--- src/rtl/rmp_pkg.sv ---
// constants for the reset-mode and pin-function block
package rmp_pkg;
  // ==========================================================
  // widths
  localparam int unsigned ADDR_BUS_W   = 14;
  localparam int unsigned DATA_BUS_W   = 24;
  localparam int unsigned BYTE_ADDR_W  = 8;
  localparam int unsigned HOST_BUS_W   = 16;
  localparam int unsigned FLAG_W       = 8;
  localparam int unsigned IRQ_W        = 6;
  localparam int unsigned REG_ADDR_W   = 4;
  localparam int unsigned REG_DATA_W   = 16;

  // ==========================================================
  // pin positions inside the shared flag vector
  localparam int unsigned STRAP_PIN    = 2;  // memory-mode strap
  localparam int unsigned EDGE_IRQ_PIN_POS     = 4;  // edge interrupt pin
  localparam int unsigned LEVEL_IRQ_PIN_A_POS    = 5;
  localparam int unsigned LEVEL_IRQ_PIN_B_POS    = 6;
  localparam int unsigned EDGE_OR_LEVEL_IRQ_PIN_POS     = 7;
  localparam int unsigned SHARED_IRQ_N = 4;

  // ==========================================================
  // register offsets
  localparam logic [REG_ADDR_W-1:0] OFS_FLAG_DIR  = 4'h0;
  localparam logic [REG_ADDR_W-1:0] OFS_FLAG_OUT  = 4'h1;
  localparam logic [REG_ADDR_W-1:0] OFS_FLAG_IN   = 4'h2;
  localparam logic [REG_ADDR_W-1:0] OFS_SYS_CTRL  = 4'h3;
  localparam logic [REG_ADDR_W-1:0] OFS_IRQ_MASK  = 4'h4;
  localparam logic [REG_ADDR_W-1:0] OFS_STATUS    = 4'h5;

  // ==========================================================
  // field positions and reset values
  localparam int unsigned SYS_SERIAL_ALT_BIT = 0;  // 1: flag/interrupt use
  localparam int unsigned STAT_MODE_BIT      = 0;
  localparam int unsigned STAT_ALT_FI_BIT    = 1;
  localparam int unsigned STAT_IRQ_LSB       = 2;
  localparam logic [FLAG_W-1:0] RST_FLAG_DIR = 8'h00;  // all inputs
  localparam logic [FLAG_W-1:0] RST_FLAG_OUT = 8'h00;
  localparam logic              RST_SYS_ALT  = 1'b0;   // serial function
  localparam logic [IRQ_W-1:0]  RST_IRQ_MASK = 6'h00;

  // memory modes
  typedef enum logic {
    RMP_MODE_FULL,
    RMP_MODE_HOST
  } rmp_mode_t;
endpackage : rmp_pkg

--- src/rtl/rmp_pin_config.sv ---
// reset-time memory mode capture and pin function multiplexing
`timescale 1ns/100ps
// Summary of operation
// - strap level during reset fixes memory mode
// - strap low: 14-bit address, 24-bit data
// - byte access puts address on upper data
// - strap high: 16-bit host port, one address
// - host drives strobes, device drives acknowledge
// - mode pin 2 sampled in reset, then a flag
// - interrupt and flag functions live concurrently
// - enabled interrupt fires when pin asserted
// - control field picks serial or flag/interrupt
// - bus fixed at reset, serial pins reconfigurable
module rmp_pin_config (
  // clock and reset
  input  wire logic                                  i_clk_sys,
  input  wire logic                                  i_reset_n,
  // register port
  input  wire logic [rmp_pkg::REG_ADDR_W-1:0]        i_reg_addr,
  input  wire logic [rmp_pkg::REG_DATA_W-1:0]        i_reg_wdata,
  input  wire logic                                  i_reg_write,
  input  wire logic                                  i_reg_read,
  output logic      [rmp_pkg::REG_DATA_W-1:0]        o_reg_rdata,
  // core side of the external bus
  input  wire logic [rmp_pkg::ADDR_BUS_W-1:0]        i_core_addr,
  input  wire logic [rmp_pkg::DATA_BUS_W-1:0]        i_core_wdata,
  input  wire logic                                  i_core_data_drive,
  input  wire logic                                  i_core_byte_access,
  input  wire logic [rmp_pkg::BYTE_ADDR_W-1:0]       i_core_byte_addr,
  output logic      [rmp_pkg::DATA_BUS_W-1:0]        o_core_rdata,
  output logic                                       o_mode_host,
  // external memory pins
  output logic      [rmp_pkg::ADDR_BUS_W-1:0]        o_external_address_bus,
  input  wire logic [rmp_pkg::DATA_BUS_W-1:0]        i_external_data_bus,
  output logic      [rmp_pkg::DATA_BUS_W-1:0]        o_external_data_bus,
  output logic      [rmp_pkg::DATA_BUS_W-1:0]        o_external_data_bus_oe_n,
  // host port pins
  input  wire logic [rmp_pkg::HOST_BUS_W-1:0]        i_host_port_addr_data_bus,
  output logic      [rmp_pkg::HOST_BUS_W-1:0]        o_host_port_addr_data_bus,
  output logic      [rmp_pkg::HOST_BUS_W-1:0]        o_host_port_addr_data_bus_oe_n,
  input  wire logic                                  i_host_port_select_n,
  input  wire logic                                  i_host_port_addr_latch,
  input  wire logic                                  i_host_port_read_strobe_n,
  input  wire logic                                  i_host_port_write_strobe_n,
  output logic                                       o_host_port_ack_n,
  // core side of the host port
  input  wire logic [rmp_pkg::HOST_BUS_W-1:0]        i_core_host_rdata,
  input  wire logic                                  i_core_host_drive,
  input  wire logic                                  i_core_host_ack,
  output logic      [rmp_pkg::HOST_BUS_W-1:0]        o_core_host_bus,
  output logic                                       o_core_host_select,
  output logic                                       o_core_host_addr_latch,
  output logic                                       o_core_host_read,
  output logic                                       o_core_host_write,
  // shared flag pins: 2 mode strap, 4..7 interrupt pins
  input  wire logic [rmp_pkg::FLAG_W-1:0]            i_shared_flag_pin,
  output logic      [rmp_pkg::FLAG_W-1:0]            o_shared_flag_pin,
  output logic      [rmp_pkg::FLAG_W-1:0]            o_shared_flag_pin_oe_n,
  // second serial port pins
  input  wire logic                                  i_sp1_data_in,
  input  wire logic                                  i_sp1_rfs_in,
  input  wire logic                                  i_sp1_tfs_in,
  output logic                                       o_sp1_data_out,
  // core side of the second serial port
  input  wire logic                                  i_core_sp1_tx,
  output logic                                       o_core_sp1_rx,
  output logic                                       o_core_sp1_rfs,
  output logic                                       o_core_sp1_tfs,
  // interrupt requests to the sequencer: 3..0 shared pins, 5..4 serial alt
  output logic      [rmp_pkg::IRQ_W-1:0]             o_irq_request
);

  // ==========================================================
  // pin synchronisers
  logic [rmp_pkg::FLAG_W-1:0]     flag_meta_reg, flag_sync_reg;
  logic [rmp_pkg::HOST_BUS_W-1:0] hbus_meta_reg, hbus_sync_reg;
  logic [3:0]                     hctl_meta_reg, hctl_sync_reg;
  logic [2:0]                     sp_meta_reg,   sp_sync_reg;
  logic [rmp_pkg::DATA_BUS_W-1:0] dbus_meta_reg, dbus_sync_reg;

  // two stages on every pin input; nothing reads the first stage
  always_ff @(posedge i_clk_sys) begin
    flag_meta_reg <= i_shared_flag_pin;
    flag_sync_reg <= flag_meta_reg;
    hbus_meta_reg <= i_host_port_addr_data_bus;
    hbus_sync_reg <= hbus_meta_reg;
    hctl_meta_reg <= {i_host_port_select_n, i_host_port_addr_latch,
                      i_host_port_read_strobe_n, i_host_port_write_strobe_n};
    hctl_sync_reg <= hctl_meta_reg;
    sp_meta_reg   <= {i_sp1_data_in, i_sp1_rfs_in, i_sp1_tfs_in};
    sp_sync_reg   <= sp_meta_reg;
    dbus_meta_reg <= i_external_data_bus;
    dbus_sync_reg <= dbus_meta_reg;
  end

  // ==========================================================
  // memory mode latch
  rmp_pkg::rmp_mode_t mode_reg;

  // follows the strap only while reset is held, so the last sample
  // before release is kept; strap changes later are ignored
  always_ff @(posedge i_clk_sys) begin
    if (!i_reset_n) begin
      mode_reg <= flag_sync_reg[rmp_pkg::STRAP_PIN] ? rmp_pkg::RMP_MODE_HOST
                                                    : rmp_pkg::RMP_MODE_FULL;
    end
  end

  wire host_mode = (mode_reg == rmp_pkg::RMP_MODE_HOST);
  assign o_mode_host = host_mode;

  // ==========================================================
  // software registers
  logic [rmp_pkg::FLAG_W-1:0] flag_dir_reg;
  logic [rmp_pkg::FLAG_W-1:0] flag_out_reg;
  logic                       serial_alt_reg;
  logic [rmp_pkg::IRQ_W-1:0]  irq_mask_reg;
  logic [rmp_pkg::REG_DATA_W-1:0] rdata_reg;

  wire wr_dir  = i_reg_write && (i_reg_addr == rmp_pkg::OFS_FLAG_DIR);
  wire wr_out  = i_reg_write && (i_reg_addr == rmp_pkg::OFS_FLAG_OUT);
  wire wr_sys  = i_reg_write && (i_reg_addr == rmp_pkg::OFS_SYS_CTRL);
  wire wr_mask = i_reg_write && (i_reg_addr == rmp_pkg::OFS_IRQ_MASK);

  // flags start as inputs so a strap driver owns the pin in reset
  always_ff @(posedge i_clk_sys) begin
    if (!i_reset_n) begin
      flag_dir_reg   <= rmp_pkg::RST_FLAG_DIR;
      flag_out_reg   <= rmp_pkg::RST_FLAG_OUT;
      serial_alt_reg <= rmp_pkg::RST_SYS_ALT;
      irq_mask_reg   <= rmp_pkg::RST_IRQ_MASK;
    end else begin
      if (wr_dir)  flag_dir_reg   <= i_reg_wdata[rmp_pkg::FLAG_W-1:0];
      if (wr_out)  flag_out_reg   <= i_reg_wdata[rmp_pkg::FLAG_W-1:0];
      if (wr_sys)  serial_alt_reg <= i_reg_wdata[rmp_pkg::SYS_SERIAL_ALT_BIT];
      if (wr_mask) irq_mask_reg   <= i_reg_wdata[rmp_pkg::IRQ_W-1:0];
    end
  end

  // ==========================================================
  // shared flag and interrupt pins
  // flag pins keep their programmable role after reset
  assign o_shared_flag_pin      = flag_out_reg;
  assign o_shared_flag_pin_oe_n = ~flag_dir_reg;

  // a pin counts as asserted when it reads low or we drive it low,
  // so a software-set flag raises its interrupt just like a pin would
  wire [rmp_pkg::FLAG_W-1:0] pin_low = ~flag_sync_reg | (flag_dir_reg & ~flag_out_reg);

  wire [rmp_pkg::SHARED_IRQ_N-1:0] shared_raw = pin_low[rmp_pkg::EDGE_OR_LEVEL_IRQ_PIN_POS:rmp_pkg::EDGE_IRQ_PIN_POS];
  wire sp_fi   = sp_sync_reg[2];
  wire sp_irq0 = serial_alt_reg & ~sp_sync_reg[1];
  wire sp_irq1 = serial_alt_reg & ~sp_sync_reg[0];
  wire [rmp_pkg::IRQ_W-1:0] irq_raw = {sp_irq1, sp_irq0, shared_raw};

  logic [rmp_pkg::IRQ_W-1:0] irq_req_reg;

  // masked requests; level follows the pin three cycles later
  always_ff @(posedge i_clk_sys) begin
    if (!i_reset_n) begin
      irq_req_reg <= '0;
    end else begin
      irq_req_reg <= irq_raw & irq_mask_reg;
    end
  end
  assign o_irq_request = irq_req_reg;

  // ==========================================================
  // second serial port function select
  assign o_core_sp1_rx  = serial_alt_reg ? 1'b0 : sp_sync_reg[2];
  assign o_core_sp1_rfs = serial_alt_reg ? 1'b0 : sp_sync_reg[1];
  assign o_core_sp1_tfs = serial_alt_reg ? 1'b0 : sp_sync_reg[0];

  logic sp_tx_reg;

  // flag output reuses the transmit pin when the alternate role is set
  always_ff @(posedge i_clk_sys) begin
    if (!i_reset_n) begin
      sp_tx_reg <= 1'b0;
    end else begin
      sp_tx_reg <= serial_alt_reg ? flag_out_reg[3] : i_core_sp1_tx;
    end
  end
  assign o_sp1_data_out = sp_tx_reg;

  // ==========================================================
  // external memory bus
  localparam int unsigned BYTE_LSB = rmp_pkg::DATA_BUS_W - rmp_pkg::BYTE_ADDR_W;
  localparam int unsigned HOST_LO  = rmp_pkg::DATA_BUS_W - rmp_pkg::HOST_BUS_W;

  wire [rmp_pkg::DATA_BUS_W-1:0] data_full =
    i_core_byte_access ? {i_core_byte_addr, i_core_wdata[BYTE_LSB-1:0]} : i_core_wdata;
  // host mode: only the lowest address pin stays; peripheral decode is external
  wire [rmp_pkg::ADDR_BUS_W-1:0] addr_next =
    host_mode ? {{(rmp_pkg::ADDR_BUS_W-1){1'b0}}, i_core_addr[0]} : i_core_addr;
  // byte access drives the upper lines even on a read, as they carry address
  wire [rmp_pkg::DATA_BUS_W-1:0] drive_full =
    {{rmp_pkg::BYTE_ADDR_W{i_core_data_drive | i_core_byte_access}},
     {BYTE_LSB{i_core_data_drive}}};
  wire [rmp_pkg::DATA_BUS_W-1:0] drive_host =
    {{rmp_pkg::HOST_BUS_W{i_core_data_drive}}, {HOST_LO{1'b0}}};
  wire [rmp_pkg::DATA_BUS_W-1:0] drive_next = host_mode ? drive_host : drive_full;

  logic [rmp_pkg::ADDR_BUS_W-1:0] ext_addr_reg;
  logic [rmp_pkg::DATA_BUS_W-1:0] ext_data_reg, ext_drive_reg;

  // external pins registered; nothing driven in reset
  always_ff @(posedge i_clk_sys) begin
    if (!i_reset_n) begin
      ext_addr_reg  <= '0;
      ext_data_reg  <= '0;
      ext_drive_reg <= '0;
    end else begin
      ext_addr_reg  <= addr_next;
      ext_data_reg  <= data_full;
      ext_drive_reg <= drive_next;
    end
  end
  assign o_external_address_bus   = ext_addr_reg;
  assign o_external_data_bus      = ext_data_reg;
  assign o_external_data_bus_oe_n = ~ext_drive_reg;
  // undriven lines in host mode read back as zero
  assign o_core_rdata = host_mode ? {dbus_sync_reg[rmp_pkg::DATA_BUS_W-1:HOST_LO], {HOST_LO{1'b0}}}
                                  : dbus_sync_reg;

  // ==========================================================
  // host port
  // strobes are active low at the pins; ignored entirely in full mode
  assign o_core_host_select     = host_mode & ~hctl_sync_reg[3];
  assign o_core_host_addr_latch = host_mode &  hctl_sync_reg[2];
  assign o_core_host_read       = host_mode & ~hctl_sync_reg[3] & ~hctl_sync_reg[1];
  assign o_core_host_write      = host_mode & ~hctl_sync_reg[3] & ~hctl_sync_reg[0];
  assign o_core_host_bus        = host_mode ? hbus_sync_reg : '0;

  logic [rmp_pkg::HOST_BUS_W-1:0] hp_data_reg;
  logic                           hp_drive_reg;
  logic                           hp_ack_reg;

  // registered port outputs; acknowledge idles high
  always_ff @(posedge i_clk_sys) begin
    if (!i_reset_n) begin
      hp_data_reg  <= '0;
      hp_drive_reg <= 1'b0;
      hp_ack_reg   <= 1'b0;
    end else begin
      hp_data_reg  <= i_core_host_rdata;
      hp_drive_reg <= host_mode & i_core_host_drive;
      hp_ack_reg   <= host_mode & i_core_host_ack;
    end
  end
  assign o_host_port_addr_data_bus      = hp_data_reg;
  assign o_host_port_addr_data_bus_oe_n = {rmp_pkg::HOST_BUS_W{~hp_drive_reg}};
  assign o_host_port_ack_n              = ~hp_ack_reg;

  // ==========================================================
  // register read, data valid the cycle after the strobe
  wire [rmp_pkg::REG_DATA_W-1:0] status_word =
    {{(rmp_pkg::REG_DATA_W-rmp_pkg::STAT_IRQ_LSB-rmp_pkg::IRQ_W){1'b0}},
     irq_raw, sp_fi & serial_alt_reg, host_mode};
  wire [rmp_pkg::REG_DATA_W-1:0] pad_flag = '0;
  logic [rmp_pkg::REG_DATA_W-1:0] rd_sel;
  always_comb begin
    rd_sel = '0;
    if (i_reg_addr == rmp_pkg::OFS_FLAG_DIR)      rd_sel = {pad_flag[15:8], flag_dir_reg};
    else if (i_reg_addr == rmp_pkg::OFS_FLAG_OUT) rd_sel = {pad_flag[15:8], flag_out_reg};
    else if (i_reg_addr == rmp_pkg::OFS_FLAG_IN)  rd_sel = {pad_flag[15:8], flag_sync_reg};
    else if (i_reg_addr == rmp_pkg::OFS_SYS_CTRL) rd_sel = {pad_flag[15:1], serial_alt_reg};
    else if (i_reg_addr == rmp_pkg::OFS_IRQ_MASK) rd_sel = {pad_flag[15:6], irq_mask_reg};
    else if (i_reg_addr == rmp_pkg::OFS_STATUS)   rd_sel = status_word;
  end

  always_ff @(posedge i_clk_sys) begin
    if (!i_reset_n) begin
      rdata_reg <= '0;
    end else begin
      rdata_reg <= i_reg_read ? rd_sel : '0;
    end
  end
  assign o_reg_rdata = rdata_reg;

endmodule : rmp_pin_config

--- config.mk ---
export PLATFORM = sky130hd
export DESIGN_NAME = rmp_pin_config
export DESIGN_NICKNAME = d
export VERILOG_FILES = /design/src/rtl/rmp_pkg.sv /design/src/rtl/rmp_pin_config.sv
export SDC_FILE = /design/constraint.sdc
export NUM_CORES = 1
export LEC_CHECK = 0
export ABC_AREA = 1
export BUFFER_PORTS_ARGS = -buffer_cell sky130_fd_sc_hd__buf_4
export CAP_MARGIN = 20
export CORE_MARGIN = 2
export CORE_UTILIZATION = 29
export CTS_CLUSTER_DIAMETER = 100
export DETAILED_ROUTE_END_ITERATION = 6
export PLACE_DENSITY_LB_ADDON = 0.15
export SLEW_MARGIN = 40
export SYNTH_ARGS = -nofsm -noshare
export SYNTH_HDL_FRONTEND = slang
export SYNTH_SLANG_ARGS = --single-unit
--- constraint.sdc ---
create_clock -name i_clk_sys -period 1.4 [get_ports i_clk_sys]
set_input_delay 0.07 -clock i_clk_sys [delete_from_list [all_inputs] [get_ports i_clk_sys]]
set_output_delay 0.07 -clock i_clk_sys [all_outputs]
set_load 0.01 [all_outputs]
# Yosys cells after proc, flatten, opt, wreduce, memory -nomap -nowiden
# Index checks and enable logic that the tools add are counted.
# totals
out_inout_bits	182
word_cells	81
regBits	230
in_bits	146
# classes
reduce_logical	8
n_eq_ne	5
n_bitwise	26
mux	15
# ops
operator	count
two-way mux 8 bit	7
two-way mux 24 bit	2
inverter 24 bit	1
inverter 8 bit	3
two-way mux 16 bit	1
AND 1 bit	9
inverter 1 bit	9
AND 8 bit	1
equality test 4 x 2 -> 1 bit, second input constant	2
equality test 4 x 3 -> 1 bit, second input constant	2
OR 8 bit	1
OR reduction 7 bit	1
AND 6 bit	1
two-way mux 1 bit	5
equality test 4 x 1 -> 1 bit, second input constant	1
logical AND 1 bit	4
zero test 4 bit	1
AND reduction 2 bit	1
OR reduction 2 bit	1
OR 1 bit	1

# Depth between registers and ports, before layout
# depth
depth_word	9
mapped_depth	9
ltp_nobuf	8

# Least setup slack after synthesis
# OpenSTA, ideal clock, no wires.
# synth_path
path_kind	reg2out
from	register mode_reg (netlist: o_mode_host)
to	output port o_core_host_bus[11] (netlist bit)
path_slack_ns	0.185
path_stages_with_launch	5
t_arrival_ns	1.145
path_buffers	2
t_required_ns	1.330
path_cell_list	edfxtp_1 > clkbuf_1 > clkbuf_1 > nand2_1 > inv_1
# synth_between
elab_chain_cells	1
# synth_rtl
element	line_no	source
start, declared	rmp_pin_config.sv:98	rmp_pkg::rmp_mode_t mode_reg;
start signal, assigned	rmp_pin_config.sv:104	mode_reg <= flag_sync_reg[rmp_pkg::STRAP_PIN] ? rmp_pkg::RMP_MODE_HOST
two-way mux 16 bit	rmp_pin_config.sv:233	assign o_core_host_bus = host_mode ? hbus_sync_reg : '0;
end, declared	rmp_pin_config.sv:50	output logic [rmp_pkg::HOST_BUS_W-1:0] o_core_host_bus,
# Every way passes these cells.

# Worst setup path after layout
# layout_path
from	register mode_reg (netlist: o_mode_host)
to	output port o_core_host_bus[4] (netlist bit)
# The elaborated chain is that of the path after synthesis.

==> metrics.md <==
| Metric | Value |
|---|---|
| Setup WS post-layout | -0.0935 ns |
| WP data arrival | 1.42 ns |
| Die height | 152 um |
| Initial antenna violation count | 0 |
| Dpl cells | 1,187 |
| Share of the cycle needed by the critical path after routing | 1.07 |
| Detailed placement HPWL | 12,400 um |
| Cell area after synthesis | 6320 um2 |
| Vias in the first global route | 5,055 |
| Share of layout cells above drive strength 1 | 0.350 |
| Req. time, crit path | 1.33 ns |
| Cell variety after synth | 26 |
| Drt pass-1 iters | 4 |
| PD cells | 1290 nW/um2 |
| GRT Overall Usage | 0.143 |
| Max-Cap Viols | 0 |
| Nets | 1,216 |
| Maximum clock frequency | 0.670 GHz |
| Layout filler cell count | 2,097 |
| Synth Register Bits | 208 |
| TritonCTS clock tree | done |
| Leak | 0.00538 uW |
| Failing checks | negative setup slack |
| Largest net degree at the start of global routing | 31 |
| Via density | 3.92 |
| PortBufs | 311 |
| Mapped Cells | 657 |
| Worst Setup Start Kind | flop |
| Fin. max-slew vios | 0 |
| Synth-to-Final Area Change | 70.2% |
| Chip width | 152 um |
| Routed wire length | 17,700 um |
| I/O Pins | 328 |
| Post-route minimum period | 1.49 ns |
| Core footprint | 21,600 um2 |
| Ys Warns | 0 |
| HP Class | in -> reg |
| Initial core utilization | 0.292 |
| Initial DRC Count | 144 |
| Status | finished with violations |
| Hold Vio Cnt, Final | 0 |
| VDD IR max | 1000 uV |
| Rows | 54 |
| Residual DRC count | 0 |
| Clock Skew | 0.0107 ns |
| Clk Latency, worst-skew pair | 0.51 ns |
| Total CTS buffers | 23 |
| Final setup fails | 26 |
| Clock slew at reported path FFs | 0.06 ns |
| Setup Buffers After CTS | 0 |
| Total power | 13,800 uW |
| Final Wtd Congestion | 0.790 |
| Max clock buf depth | 3 |
| Post-synthesis area per instance | 9.62 um2 |
| Crit path max fanout | 30 |
| Diodes inserted | 0 |
| GR Overflow Total | 0 |
| RSZ-0062 raised after global routing | yes |
| WL per Instance | 13.0 um |
| CTS Sinks | 208 |
| Setup CP Type | reg -> out |
| DIE AREA | 23,000 um2 |
| Non-filler instance count after layout | 1,367 |
| Sequential area share after synthesis | 0.660 |
| Antenna Nets Post-Route | 0 |
| H-Tree Depth | 1 |
| First-pass GRT wire length | 25,500 um |
| CP Capture Type | output pin |
| Clock root buffer | clkbuf_16 |
| Vias post-DR | 5,362 |
## cell type report
cell class | instances | area, um2 | share of cell area
Clock buffer | 31 | 666 | 0.0619
Clock inverter | 11 | 115 | 0.0107
Inverter | 115 | 435 | 0.0405
Multi-Input combinational cell | 263 | 1210 | 0.113
Sequential cell | 208 | 4180 | 0.388
Tap cell | 280 | 350 | 0.0326
Timing Repair Buffer | 458 | 3790 | 0.353
Timing Repair inverter | 1 | 7.51 | 0.000698
## what timing repair did
action / in CTS / in global routing
gates cloned: 1 / 0
pin swaps: 0 / 0
setup endpoints to repair: 45 / 32
gates resized for setup: 3 / 4
endpoints found under the hold margin: 139 / 0
hold buffers: 137 / 0
## metrics by stage
stage / instance area (um2) / util / worst slack (ns) / setup TNS (ns) / hold slack (ns)
after floorplan: 6350 / - / 0.185 / 0 / 0.0977
after global placement: 8580 / 0.397 / 0.238 / 0 / 0.174
after detailed placement: 8580 / 0.397 / 0.203 / 0 / 0.175
after CTS: 10700 / 0.497 / -0.128 / -3.00 / 0.0158
after global routing: 10800 / 0.497 / -0.176 / -4.05 / 0.0609
final: 10800 / 0.497 / -0.0935 / -2.01 / 0.00426
## layout by cell type, fill, tap and decap left out, types with 6 or more instances in the layout
cell / n
nand4_1: 7
nor2_1: 62
o21ai_0: 47
nand3_1: 15
dfxtp_1: 205
dlygate4sd3_1: 137
a21oi_1: 25
buf_4: 320
nand2_1: 79
clkbuf_8: 6
clkbuf_16: 23
inv_1: 110
conb_1: 8
## worst paths after layout
kind	start	to	slack, ns	depth (start not counted)
worst max-delay path	o_mode_host	o_core_host_bus[4]	-0.09	4
worst min-delay path	i_reset_n	ext_drive_reg[22]	0.004	3
worst max register to register	o_mode_host	ext_drive_reg[22]	0.15	3
worst min register to register	hctl_meta_reg[1]	hctl_sync_reg[1]	0.32	0
## routing by layer
metal	GRT usage	part of all wire	vias up
li1	-	-	2746
met1	0.160	0.38	2378
met2	0.263	0.52	209
met3	0.0368	0.082	29
met4	0.0458	0.022	0
met5	0	0	-
## cell usage after synthesis
master,instances,area share
buf_6,2,0.0036
nor2_8,1,0.0032
nand3_4,1,0.0028
conb_1,1,0.00059
nand2_2,2,0.0020
o21ai_1,4,0.0032
a21oi_1,25,0.020
edfxtp_1,1,0.0048
nand3_1,15,0.012
nor2_1,63,0.037
nor3_1,2,0.0016
a31oi_1,1,0.00099
clkinv_1,2,0.0012
o21ai_0,47,0.037
inv_2,2,0.0012
clkbuf_1,11,0.0065
buf_4,61,0.072
nor4_1,2,0.0020
nand4_1,7,0.0069
nand2_1,79,0.047
dfxtp_1,207,0.66
nand2_4,1,0.0018
inv_1,111,0.066
nor2_4,3,0.0053
nor2_2,2,0.0020
buf_2,4,0.0032
## power breakdown
group / total (uW) / internal (uW) / switching, uW / leakage (uW)
registers: 6290 / 6210 / 83.2 / 0.00174
clock network: 6080 / 3710 / 2380 / 0.000386
logic: 1460 / 865 / 597 / 0.00326
total: 13800 / 10800 / 3060 / 0.00538
## logic make-up after synthesis
family,count (synthesis),synth area share
flops,208,0.660
buf+inv,193,0.154
simple gates,178,0.124
compound gates,77,0.0612
other cells,1,0.000593
## critical path, cell delays in order (launching register included)
cell and delay [ns]:
edfxtp_1 0.44, buf_12 0.20, nand2_1 0.07, inv_1 0.04, buf_4 0.13
(Power assumes the default switching activity.)
